--- src/core/psl_regs.vh ---
// Constants for the passive serial configuration loader.
// Assumes a 100 MHz system clock; included by the loader core, its checker and its bench, but not by the FIFO.
//
// Behaviour
// [RQ1] Power-on delay is 100 ms with delay select low, 12 ms when high.
// [RQ2] During power-on reset hold status low and user I/O in high impedance.
// [RQ3] The memory runs its own power-on delay of 200, 100 or 2 ms.
// [RQ4] The memory holds its output-enable low during its power-on delay.
// [RQ5] Pick delays so the target powers up first; 12 ms with 100 ms.
// [RQ6] Each party releases its open-drain line after power-on; I/O stays floating.
// [RQ7] Weak pull-up select low enables weak pull-ups after power-on until user mode.
// [RQ8] A rising request line starts a cycle: reset, configuration, initialization.
// [RQ9] Stay in reset while the request line or status line is low.
// [RQ10] Request high leaves reset, releases status, and accepts configuration data.
// [RQ11] With status high the memory shifts the bitstream with the serial clock.
// [RQ12] Capture each data bit on the rising edge of the serial load clock.
// [RQ13] After all data without error release load-complete; its rise starts initialization.
// [RQ14] The memory stops sending when load-complete, its chip select, goes high.
// [RQ15] Initialization runs from the internal 10 MHz oscillator or the user startup clock.
// [RQ16] The user startup clock has no effect on the configuration stage.
// [RQ17] With user clock selected, 299 of its cycles after a fixed delay reach user mode.
// [RQ18] Initialization-done floats high, then goes low once its enable bit arrives.
// [RQ19] When initialization completes, release initialization-done to signal user mode.
// [RQ20] The memory restart output may drive the request line; optional.
// [RQ21] On error drive status low, reset, and release after at most 100 us; the code releases on the timeout only with autoRestart high.
// [RQ22] The memory waits 64 or 16 serial clocks for load-complete, then flags failure.
// [RQ23] In user mode a 2 us low request restarts: status and load-complete low, I/O float.
// [RQ24] The initialization counter counts selected clock edges after load-complete is seen high.
// [RQ25] Synchronise the request and status inputs before they change the stage.
`ifndef PSL_REGS_VH
`define PSL_REGS_VH

// ==========================================================================
// Timing
// ==========================================================================
`define PSL_CLK_MHZ            100
`define PSL_POR_LONG_MS        100
`define PSL_POR_SHORT_MS       12
`define PSL_ERR_TIMEOUT_US     100
`define PSL_OSC_MHZ            10
`define PSL_INIT_CYCLES        299
`define PSL_OSC_INIT_CYCLES    299
`define PSL_CD2CU_DCLKS        4
`define PSL_SERIAL_LOAD_CLOCK_MAX_PERIOD_NS 160

// ==========================================================================
// Stage encoding
// ==========================================================================
`define PSL_ST_POR   3'h0
`define PSL_ST_RESET 3'h1
`define PSL_ST_CONF  3'h2
`define PSL_ST_WAIT  3'h3
`define PSL_ST_INIT  3'h4
`define PSL_ST_USER  3'h5
`define PSL_ST_ERR   3'h6

// ==========================================================================
// Bitstream framing
// ==========================================================================
`define PSL_WORD_W       8
`define PSL_FIFO_DEPTH   16
`define PSL_OPT_INITDONE 0

`endif

--- src/core/psl_config_load.v ---
// Passive serial configuration loader of the target device.
// Assumes the configuration pins are asynchronous to clk; open-drain lines are resolved outside.
`timescale 1ns/1ps
`default_nettype none
`include "psl_regs.vh"

module psl_config_load #(
	parameter [31:0] POR_LONG_CYCLES  = `PSL_POR_LONG_MS * 1000 * 1000 / 10,
	parameter [31:0] POR_SHORT_CYCLES = `PSL_POR_SHORT_MS * 1000 * 1000 / 10,
	parameter [31:0] FRAME_BITS       = 32'd64
) (
	// Clock and reset.
	input  wire                   clk,
	input  wire                   rst_n,
	// Configuration pins.
	input  wire                   configRequestN,
	input  wire                   powerOnDelaySelect,
	input  wire                   weakPullupSelectN,
	input  wire                   statusIn,
	output wire                   statusOut,
	output wire                   statusOe,
	input  wire                   loadDoneIn,
	output wire                   loadDoneOut,
	output wire                   loadDoneOe,
	input  wire                   serialLoadClock,
	input  wire                   serialLoadInput,
	input  wire                   userStartupClock,
	output wire                   initDoneOut,
	output wire                   initDoneOe,
	// Options and error input.
	input  wire                   useUserStartupClock,
	input  wire                   autoRestart,
	input  wire                   dataError,
	// User I/O control.
	output reg                    userIoEnable,
	output reg                    weakPullupOn,
	// Bitstream sink.
	output wire [`PSL_WORD_W-1:0] frameData,
	output wire                   frameValid,
	input  wire                   frameReady,
	output reg                    loadOverrun,
	output reg  [2:0]             stage
);

	// ==================================================================
	// Timing counts
	// ==================================================================
	localparam [31:0] ERR_CYCLES  = `PSL_ERR_TIMEOUT_US * `PSL_CLK_MHZ;
	localparam [31:0] OSC_DIV     = `PSL_CLK_MHZ / `PSL_OSC_MHZ;
	localparam [31:0] CD2CU_CYCLES = `PSL_CD2CU_DCLKS * `PSL_SERIAL_LOAD_CLOCK_MAX_PERIOD_NS / 10;

	// ==================================================================
	// Input synchronisers
	// ==================================================================
	reg [1:0] reqSync;
	reg [1:0] statSync;
	reg [1:0] doneSync;
	reg [2:0] dclkSync;
	reg [1:0] dataSync;
	reg [2:0] uclkSync;
	reg [1:0] porSync;
	reg [1:0] pullSync;

	always @(posedge clk) begin
		if (!rst_n) begin
			porSync  <= 2'h0;
			pullSync <= 2'h0;
		end else begin
			porSync  <= {porSync[0], powerOnDelaySelect};
			pullSync <= {pullSync[0], weakPullupSelectN};
		end
	end

	always @(posedge clk) begin
		if (!rst_n) begin
			reqSync  <= 2'h0;
			statSync <= 2'h0;
			doneSync <= 2'h0;
			dclkSync <= 3'h0;
			dataSync <= 2'h0;
			uclkSync <= 3'h0;
		end else begin
			reqSync  <= {reqSync[0], configRequestN}; // RQ25
			statSync <= {statSync[0], statusIn}; // RQ25
			doneSync <= {doneSync[0], loadDoneIn};
			dclkSync <= {dclkSync[1:0], serialLoadClock};
			dataSync <= {dataSync[0], serialLoadInput};
			uclkSync <= {uclkSync[1:0], userStartupClock};
		end
	end

	wire reqHigh  = reqSync[1];
	wire statHigh = statSync[1];
	wire doneHigh = doneSync[1];
	wire dclkRise = dclkSync[1] & ~dclkSync[2];
	wire uclkRise = uclkSync[1] & ~uclkSync[2];

	// ==================================================================
	// Internal oscillator enable
	// ==================================================================
	reg [31:0] oscCnt;
	wire       oscTick = (oscCnt == OSC_DIV - 32'd1);

	always @(posedge clk) begin
		if (!rst_n || oscTick)
			oscCnt <= 32'd0;
		else
			oscCnt <= oscCnt + 32'd1;
	end

	// ==================================================================
	// Stage machine
	// ==================================================================
	reg [31:0] timer;
	reg [31:0] bitCnt;
	reg        reqPrev;
	reg        optInitDone;
	reg        holdStatus;
	reg        holdDone;
	reg [`PSL_WORD_W-1:0] shiftReg;
	reg [2:0]  shiftCnt;
	reg        wordValid;
	wire       wordReady;

	wire reqRise = reqHigh & ~reqPrev;
	wire inConf  = (stage == `PSL_ST_CONF);

	always @(posedge clk) begin
		if (!rst_n) begin
			stage        <= `PSL_ST_POR;
			timer        <= 32'd0;
			bitCnt       <= 32'd0;
			reqPrev      <= 1'b0;
			optInitDone  <= 1'b0;
			holdStatus   <= 1'b1;
			holdDone     <= 1'b1;
			userIoEnable <= 1'b0;
			weakPullupOn <= 1'b0;
			shiftReg     <= {`PSL_WORD_W{1'b0}};
			shiftCnt     <= 3'h0;
			wordValid    <= 1'b0;
			loadOverrun  <= 1'b0;
		end else begin
			reqPrev <= reqHigh;
			if (wordValid && wordReady)
				wordValid <= 1'b0;
			case (stage)
			`PSL_ST_POR: begin
				holdStatus   <= 1'b1; // RQ2
				userIoEnable <= 1'b0; // RQ2
				timer        <= timer + 32'd1;
				if (timer >= (porSync[1] ? POR_SHORT_CYCLES
				                                 : POR_LONG_CYCLES)) begin // RQ1
					holdStatus   <= 1'b0; // RQ6
					weakPullupOn <= ~pullSync[1]; // RQ7
					stage        <= `PSL_ST_RESET;
				end
			end
			`PSL_ST_RESET: begin
				holdDone     <= 1'b1;
				userIoEnable <= 1'b0;
				weakPullupOn <= ~pullSync[1]; // RQ7
				bitCnt       <= 32'd0;
				shiftCnt     <= 3'h0;
				loadOverrun  <= 1'b0;
				optInitDone  <= 1'b0;
				if (!reqHigh)
					holdStatus <= 1'b1;
				else
					holdStatus <= 1'b0; // RQ10
				if (reqHigh && statHigh && !holdStatus) // RQ9
					stage <= `PSL_ST_CONF; // RQ8
			end
			`PSL_ST_CONF: begin
				weakPullupOn <= ~pullSync[1]; // RQ7
				if (dclkRise) begin // RQ12
					shiftReg <= {shiftReg[`PSL_WORD_W-2:0], dataSync[1]};
					shiftCnt <= shiftCnt + 3'h1;
					bitCnt   <= bitCnt + 32'd1;
					if (bitCnt == `PSL_OPT_INITDONE)
						optInitDone <= dataSync[1]; // RQ18
					if (shiftCnt == 3'h7) begin
						if (wordValid)
							loadOverrun <= 1'b1;
						wordValid <= 1'b1;
					end
					if (bitCnt == FRAME_BITS - 32'd1) begin
						holdDone <= 1'b0; // RQ13
						stage    <= `PSL_ST_WAIT;
					end
				end
				if (dataError || loadOverrun) begin // RQ21
					holdStatus <= 1'b1;
					timer      <= 32'd0;
					stage      <= `PSL_ST_ERR;
				end
			end
			`PSL_ST_WAIT: begin
				timer <= 32'd0;
				if (doneHigh) // RQ24
					stage <= `PSL_ST_INIT; // RQ13
			end
			`PSL_ST_INIT: begin
				if (useUserStartupClock) begin
					if (timer < CD2CU_CYCLES) // RQ17
						timer <= timer + 32'd1;
					else if (uclkRise) // RQ15 RQ16
						bitCnt <= bitCnt + 32'd1; // RQ24
				end else if (oscTick) begin
					bitCnt <= bitCnt + 32'd1; // RQ15
				end
				if (timer == 32'd0)
					bitCnt <= 32'd0;
				if (bitCnt >= `PSL_INIT_CYCLES) begin // RQ17
					userIoEnable <= 1'b1; // RQ19
					weakPullupOn <= 1'b0;
					stage        <= `PSL_ST_USER;
				end
				if (timer == 32'd0)
					timer <= 32'd1;
			end
			`PSL_ST_USER: begin
				if (!reqHigh) begin // RQ23
					holdStatus   <= 1'b1;
					holdDone     <= 1'b1;
					userIoEnable <= 1'b0;
					stage        <= `PSL_ST_RESET;
				end
			end
			`PSL_ST_ERR: begin
				timer <= timer + 32'd1;
				if (!reqHigh) begin
					stage <= `PSL_ST_RESET;
				end else if (autoRestart && timer >= ERR_CYCLES - 32'd1) begin // RQ21
					holdStatus <= 1'b0;
					stage      <= `PSL_ST_RESET;
				end
			end
			default: stage <= `PSL_ST_POR;
			endcase
			if (reqRise && stage == `PSL_ST_POR)
				reqPrev <= reqHigh;
		end
	end

	// ==================================================================
	// Bitstream buffer
	// ==================================================================
	psl_fifo #(
		.WIDTH (`PSL_WORD_W),
		.DEPTH (`PSL_FIFO_DEPTH),
		.AW    (4)
	) u_fifo (
		.clk      (clk),
		.rst_n    (rst_n),
		.flush    (stage == `PSL_ST_RESET),
		.inData   (shiftReg),
		.inValid  (wordValid),
		.inReady  (wordReady),
		.outData  (frameData),
		.outValid (frameValid),
		.outReady (frameReady)
	);

	// ==================================================================
	// Open-drain pins
	// ==================================================================
	// Open-drain: the pins only ever pull low.
	assign statusOut   = 1'b0;
	assign statusOe    = holdStatus; // RQ2 RQ9 RQ21
	assign loadDoneOut = 1'b0;
	assign loadDoneOe  = holdDone; // RQ23
	assign initDoneOut = 1'b0;
	assign initDoneOe  = optInitDone & (stage != `PSL_ST_USER) &
	                     (stage != `PSL_ST_RESET) & (stage != `PSL_ST_POR); // RQ18 RQ19

endmodule // psl_config_load

`default_nettype wire

--- src/core/psl_fifo.v ---
// Synchronous FIFO with valid/ready on both sides.
// Assumes one clock and a synchronous active-low reset.
`timescale 1ns/1ps
`default_nettype none

module psl_fifo #(
	parameter WIDTH = 8,
	parameter DEPTH = 16,
	parameter AW    = 4
) (
	// Clock and reset.
	input  wire             clk,
	input  wire             rst_n,
	input  wire             flush,
	// Write side.
	input  wire [WIDTH-1:0] inData,
	input  wire             inValid,
	output wire             inReady,
	// Read side.
	output wire [WIDTH-1:0] outData,
	output wire             outValid,
	input  wire             outReady
);

	reg [WIDTH-1:0] mem [0:DEPTH-1];
	reg [AW-1:0]    wrPtr;
	reg [AW-1:0]    rdPtr;
	reg [AW:0]      count;

	localparam [AW:0] FULL_COUNT = DEPTH;

	wire push = inValid & inReady;
	wire pop  = outValid & outReady;

	assign inReady  = (count != FULL_COUNT);
	assign outValid = (count != {(AW+1){1'b0}});
	assign outData  = mem[rdPtr];

	always @(posedge clk) begin
		if (push)
			mem[wrPtr] <= inData;
	end

	always @(posedge clk) begin
		if (!rst_n || flush) begin
			wrPtr <= {AW{1'b0}};
			rdPtr <= {AW{1'b0}};
			count <= {(AW+1){1'b0}};
		end else begin
			if (push)
				wrPtr <= wrPtr + 1'b1;
			if (pop)
				rdPtr <= rdPtr + 1'b1;
			if (push && !pop)
				count <= count + 1'b1;
			else if (pop && !push)
				count <= count - 1'b1;
		end
	end

endmodule // psl_fifo

`default_nettype wire

--- config.mk ---
export PLATFORM = sky130hd
export DESIGN_NAME = psl_config_load
export DESIGN_NICKNAME = d
export VERILOG_FILES = /design/src/core/psl_config_load.v /design/src/core/psl_fifo.v
export VERILOG_INCLUDE_DIRS = /design/src /design/src/core
export SDC_FILE = /design/constraint.sdc
export NUM_CORES = 1
export LEC_CHECK = 0
export ABC_CLOCK_PERIOD_IN_PS = 3400
export BUFFER_PORTS_ARGS = -buffer_cell sky130_fd_sc_hd__clkbuf_2
export CAP_MARGIN = 25
export CORE_AREA = 8 8 179 181
export DETAILED_ROUTE_END_ITERATION = 10
export DIE_AREA = 0 0 187 189
export GPL_TIMING_DRIVEN = 0
export MAX_ROUTING_LAYER = met4
export PLACE_DENSITY = 0.59
export SYNTH_ARGS = -nofsm -noshare
export SYNTH_HDL_FRONTEND = slang
export SYNTH_SLANG_ARGS = --single-unit
--- constraint.sdc ---
create_clock -name clk -period 3.4 [get_ports clk]
set_clock_uncertainty 0.2 [all_clocks]
set_input_delay 0.34 -clock clk [delete_from_list [all_inputs] [get_ports clk]]
set_output_delay 0.34 -clock clk [all_outputs]
set_load 0.05 [all_outputs]
**Word-level counts from Yosys, hierarchy flattened**

Memories as Yosys holds them, arrays and structs flattened. A register that Yosys moved wholly into a read port is not among the register bits.
Cells that the tools add are included.

- Reduce and logical (&&, ||, !) cells: 40
- Bitwise operators: 10
- $lt $le $gt $ge: 4
- $add $sub $neg: 8
- Mux-type cells: 59
- Equal/unequal tests: 33

Operators with widths:

| operator | count |
|---|---|
| two-way mux 32 bit | 10 |
| case mux 32 bit (4 select lines) | 1 |
| adder 32 x 1 -> 32 bit, second input constant | 3 |
| case mux 32 bit (3 select lines) | 1 |
| zero test 32 bit | 2 |
| two-way mux 3 bit | 11 |
| equality test 32 x 4 -> 1 bit, second input constant | 1 |
| equality test 32 x 6 -> 1 bit, second input constant | 1 |
| >= comparator 32 x 14 -> 1 bit, second input constant | 1 |
| >= comparator 32 x 24 -> 1 bit | 1 |
| >= comparator 32 x 9 -> 1 bit, second input constant | 1 |
| less-than comparator 32 x 7 -> 1 bit, second input constant | 1 |
| two-way mux 24 bit | 1 |
| two-way mux 1 bit | 23 |
| case mux 3 bit (7 select lines) | 1 |
| inequality test 2 bit, second input constant | 9 |
| nonzero test 3 bit | 5 |
| equality test 3 bit, second input constant | 4 |
| inequality test 3 bit, second input constant | 4 |
| inequality test 4 bit, second input constant | 3 |
| AND reduction 4 bit | 3 |
| two-way mux 5 bit | 2 |
| AND reduction 5 bit | 2 |
| nonzero test 5 bit | 2 |
| 27 further kinds | 61 |

- Output and inout bits: 21
- Flip-flop bits (word level): 148
- Input port bits: 14
- RAM bits: 128
- Memories: 1

Memories:

| memory | depth | width | rd ports | clocked after memory_dff | wr ports | line | text |
|---|---|---|---|---|---|---|---|
| u_fifo.mem | 16 | 8 | 1 | 1 | 1 | psl_fifo.v:25 | `reg [WIDTH-1:0] mem [0:DEPTH-1];` |

**Logic depth before layout (Yosys ltp)**

- Depth in word-level cells: 7
- Mapped depth: 13
- Depth with buffers taken out: 13

**Hierarchy**

Synthesis repeated with hierarchy kept, for this count alone.

- Cell total of the unflattened synthesis: 1134
- Area, all modules: 12515.8 um2

Modules (own cells, without submodules):

| module | times used | cells each | area an instance (um2) | seq. area each (um2) |
|---|---|---|---|---|
| psl_config_load | 1 | 822 | 6746.5 | 2702.6 |
| psl_fifo | 1 | 312 | 5769.3 | 4184.0 |

**Worst setup path before layout**

No wires, ideal clock.

- Path kind: reg-to-reg
- Start point: register u_fifo.count[0]
- End point: register u_fifo.count[4]
- Library setup time: 128 ps
- Stages on the path, launching flop included: 14
- Arrival: 3051 ps
- Clock period less this slack: 3378 ps
- Buffers on the path: 0
- Required time: 3072 ps
- Setup slack: 22 ps
- Cells stage by stage: dfxtp_1 nor4_1 nand2b_1 and2_1 inv_1 ha_1 inv_1 ha_1 nor2b_1 o21a_1 or3_1 a21oi_1 xnor2_1 nor2_1

- Word-level cells in the longest chain between the ends: 5

RTL lines:

| element | line | text |
|---|---|---|
| start: declaration | psl_fifo.v:28 | `reg [AW:0] count;` |
| start signal: assignment | psl_fifo.v:48 | `count <= {(AW+1){1'b0}};` |
| start signal: assignment | psl_fifo.v:55 | `count <= count + 1'b1;` |
| start signal: assignment | psl_fifo.v:57 | `count <= count - 1'b1;` |
| nonzero test 5 bit (*) | psl_fifo.v:36 | `assign outValid = (count != {(AW+1){1'b0}});` |
| net frameValid | psl_config_load.v:39 | `output wire frameValid,` |
| bitwise AND 1 bit (*) | psl_fifo.v:33 | `wire pop = outValid & outReady;` |
| zero test 1 bit | psl_fifo.v:54 | `if (push && !pop)` |
| logical AND 1 bit | psl_fifo.v:54 |  |
| two-way mux 5 bit or nonzero test 2 bit (tied branches) | n/a |  |

The timed path passes the listed nets; every way through them passes the cells marked *. The select of a mux whose other input is x is not followed.
A chain may end at the register's enable or synchronous reset.

==> flow_metrics.tcl <==
set metrics [dict create \
    fin_nets 1265 \
    wl_per_cell_microns 18.4 \
    syn_inst 1148 \
    clockRootBuffer "clkbuf_16" \
    grt_usage_pct 17.3 \
    final.fill_count 2676 \
    p_leak_nw 4.94 \
    core.rowCount 63 \
    hpwlAfterDp_microns 20600 \
    reg2reg_slack_ns 0.20 \
    die-area_sq_um 35300 \
    synth-seq-area-share_pct 54.2 \
    reg2regPathDepth 13 \
    ant_nets 0 \
    worst_hold_slack_ns 0.0607 \
    die_y_microns 189 \
    drt_iter0_markers 588 \
    grt_remaining_overflow 0 \
    worst-setup-path-type "register to output pin" \
    grt_max_degree 19 \
    r2r-end "u_fifo.count[4]" \
    p_per_area_nw_per_um2 609 \
    hold_violations 0 \
    cp.arrival_ns 2.69 \
    post_cts_buffers 0 \
    yosys_warnings 0 \
    crit_path_start_kind "register" \
    tightest_slew_ns 0.926 \
    numClockSinks 280 \
    final_layout_size_suffix_gt1_share_pct 13.7 \
    crit_path_max_fanout 10 \
    htree_levels 1 \
    dieWidth_microns 187 \
    required_ns 2.86 \
    synth-edff-count 128 \
    antenna_found_initial 0 \
    antenna_cells 0 \
    fin_crit_ns 3.23 \
    synth_ff_type "dfxtp_1" \
    async_flop_share_pct 0 \
    r2r-start "u_fifo.count[3]" \
    drc 0 \
    postSynthRegisterBits 280 \
    clk_latency_ns 0.56 \
    fin_crit_sh_pct 94.9 \
    rsz0062_at_grt "yes" \
    outcome "completed" \
    synth_area_per_cell_sq_um 11.1 \
    area_growth_pct 14.3 \
    dr.pass1.iters 5 \
    netlist-cell-type-count 70 \
    vias 9183 \
    cts_buffers 30 \
    hp-class "input pin to register" \
    io_pins 35 \
    grt_pass1_wl_microns 48800 \
    core_area_sq_um 29200 \
    clockBufferDepth 3 \
    wl_met1_microns 14500 \
    place_congestion 0.865 \
    fin_util_pct 49.6 \
    grt_pass1_vias 8875 \
    cp-endpoint "frameData[1]" \
    vdd_drop_max_v 0.000571 \
    via_per_inst 5.60 \
    path_clk_slew_ns 0.06 \
    top_layer "met4" \
    wl_met2_microns 13800 \
    timing.slew.headroom_pct 37.8 \
    wl_microns 30200 \
    cts_tree "built" \
    finalSetupViolations 0 \
    port-buffer-count 30 \
    final_max_slew_viol_count 0 \
    met3_length_microns 1380 \
    syn_area_sq_um 12700 \
    start_util_pct 43.4 \
    fmax_ghz 0.310 \
    drv_cap 0 \
    end_kind "output pin" \
]
==> flip-flops by register name (all words and copies together) (netlist names), 2 cells and up, named ones only <==
register / cells
shiftCnt: 3
u_fifo.wrPtr: 4
pullSync: 2
u_fifo.rdPtr: 4
reqSync: 2
stage: 3
dataSync: 2
u_fifo.count: 5
shiftReg: 8
timer: 32
statSync: 2
bitCnt: 32
doneSync: 2
porSync: 2
oscCnt: 32
u_fifo.mem: 128
dclkSync: 3
uclkSync: 3
==> routing by layer <==
metal	track usage (%)	vias to the layer above
met5	-	-
met4	4.58	0
met3	2.50	39
met2	26.5	201
met1	23.9	4451
li1	-	4492
==> kinds of logic after synthesis <==
| family | share of synthesized area [%] |
|---|---|
| XOR/XNOR | 2.69 |
| buffers and inverters | 2.98 |
| other | 0.0295 |
| multiplexers | 7.41 |
| AND/OR/NAND/NOR | 20.5 |
| AO/OA/AOI/OAI | 9.54 |
| adder cells (fa/ha/maj) | 2.62 |
| flip-flops | 54.2 |
==> timing repair <==
action / in CTS / in global routing
endpoints found under the setup margin: 9 / 6
hold buffers: 9 / 0
pin swaps: 0 / 1
hold endpoints to repair: 9 / 0
resized for setup: 18 / 6
==> where the power goes <==
group / total [W] / internal [W] / switching [W]
clock network: 0.00332 / 0.00194 / 0.00138
registers: 0.00369 / 0.00358 / 0.000108
logic: 0.00183 / 0.000628 / 0.00120
total: 0.00884 / 0.00615 / 0.00269
==> layout by cell type (no fill, tap or decap), types with 21 or more instances in the layout <==
master and n:
a21oi_1 68, and2_1 25, clkbuf_1 38, clkbuf_16 30, clkbuf_2 34, dfxtp_1 152
edfxtp_1 128, ha_1 24, inv_1 26, mux4_2 40, nand2_1 97, nand3_1 44
nand4_1 45, nor2_1 93, nor3_1 31, nor4_1 22, o21ai_0 31, o31ai_1 24
or3_1 26, or4_1 22, xnor2_1 21
==> cell type report <==
type                    count  area [sq um]  area share [%]
flip-flops and latches    280          6890            47.4
multi-input cells         782          5460            37.6
clock buffers              33           763            5.26
well taps                 390           488            3.36
plain buffers              60           292            2.01
repair buffers             44           273            1.88
clock inverters            23           253            1.74
inverters                  27           101           0.698
==> worst max-delay path: stages (launching register included) <==
cell and delay [ns]:
dfxtp_1 0.49, buf_4 0.31, mux4_2 0.55, mux4_2 0.52, clkbuf_2 0.26
==> metrics by stage <==
stage | power [W] | setup WS [ns] | cells | setup TNS, ns | cell area (sq um)
finish | 0.00884 | 0.173 | 1639 | 0 | 14500
global placement | 0.00551 | -0.0499 | 1570 | -0.0499 | 13300
detailed placement | 0.00553 | -0.0497 | 1575 | -0.0533 | 13400
global route | 0.00923 | -0.0515 | 1639 | -0.0515 | 14500
CTS | 0.00888 | 0.0522 | 1639 | 0 | 14500
floorplan | 0.00503 | 0.0217 | 1150 | 0 | 12700
==> how the worst min path moves through the flow <==
stage	startpoint	cells after the start	to	slack (ns)
after CTS	rst_n	2	uclkSync[2]	0.04
after detailed placement	porSync[0]	1	porSync[1]	0.22
after floorplan	dataSync[0]	1	dataSync[1]	0.21
after global placement	porSync[0]	1	porSync[1]	0.21
final	rst_n	2	uclkSync[2]	0.06
after global routing	rst_n	2	uclkSync[2]	0.07
==> synthesized netlist by cell type, types with 23 or more instances <==
cell type / instances / area (sq um)
o31ai_1: 24 / 180
nor4_1: 23 / 144
inv_1: 26 / 97.6
nor2_1: 93 / 349
edfxtp_1: 128 / 3840
nor3_1: 31 / 155
clkbuf_1: 40 / 150
nand3_1: 44 / 220
and2_1: 25 / 156
nand2_1: 97 / 364
o21ai_0: 31 / 155
or3_1: 26 / 163
ha_1: 25 / 313
nand4_1: 45 / 282
dfxtp_1: 152 / 3040
a21oi_1: 68 / 340
mux4_2: 40 / 901
No activity file was read; power rests on OpenSTA's default activity.
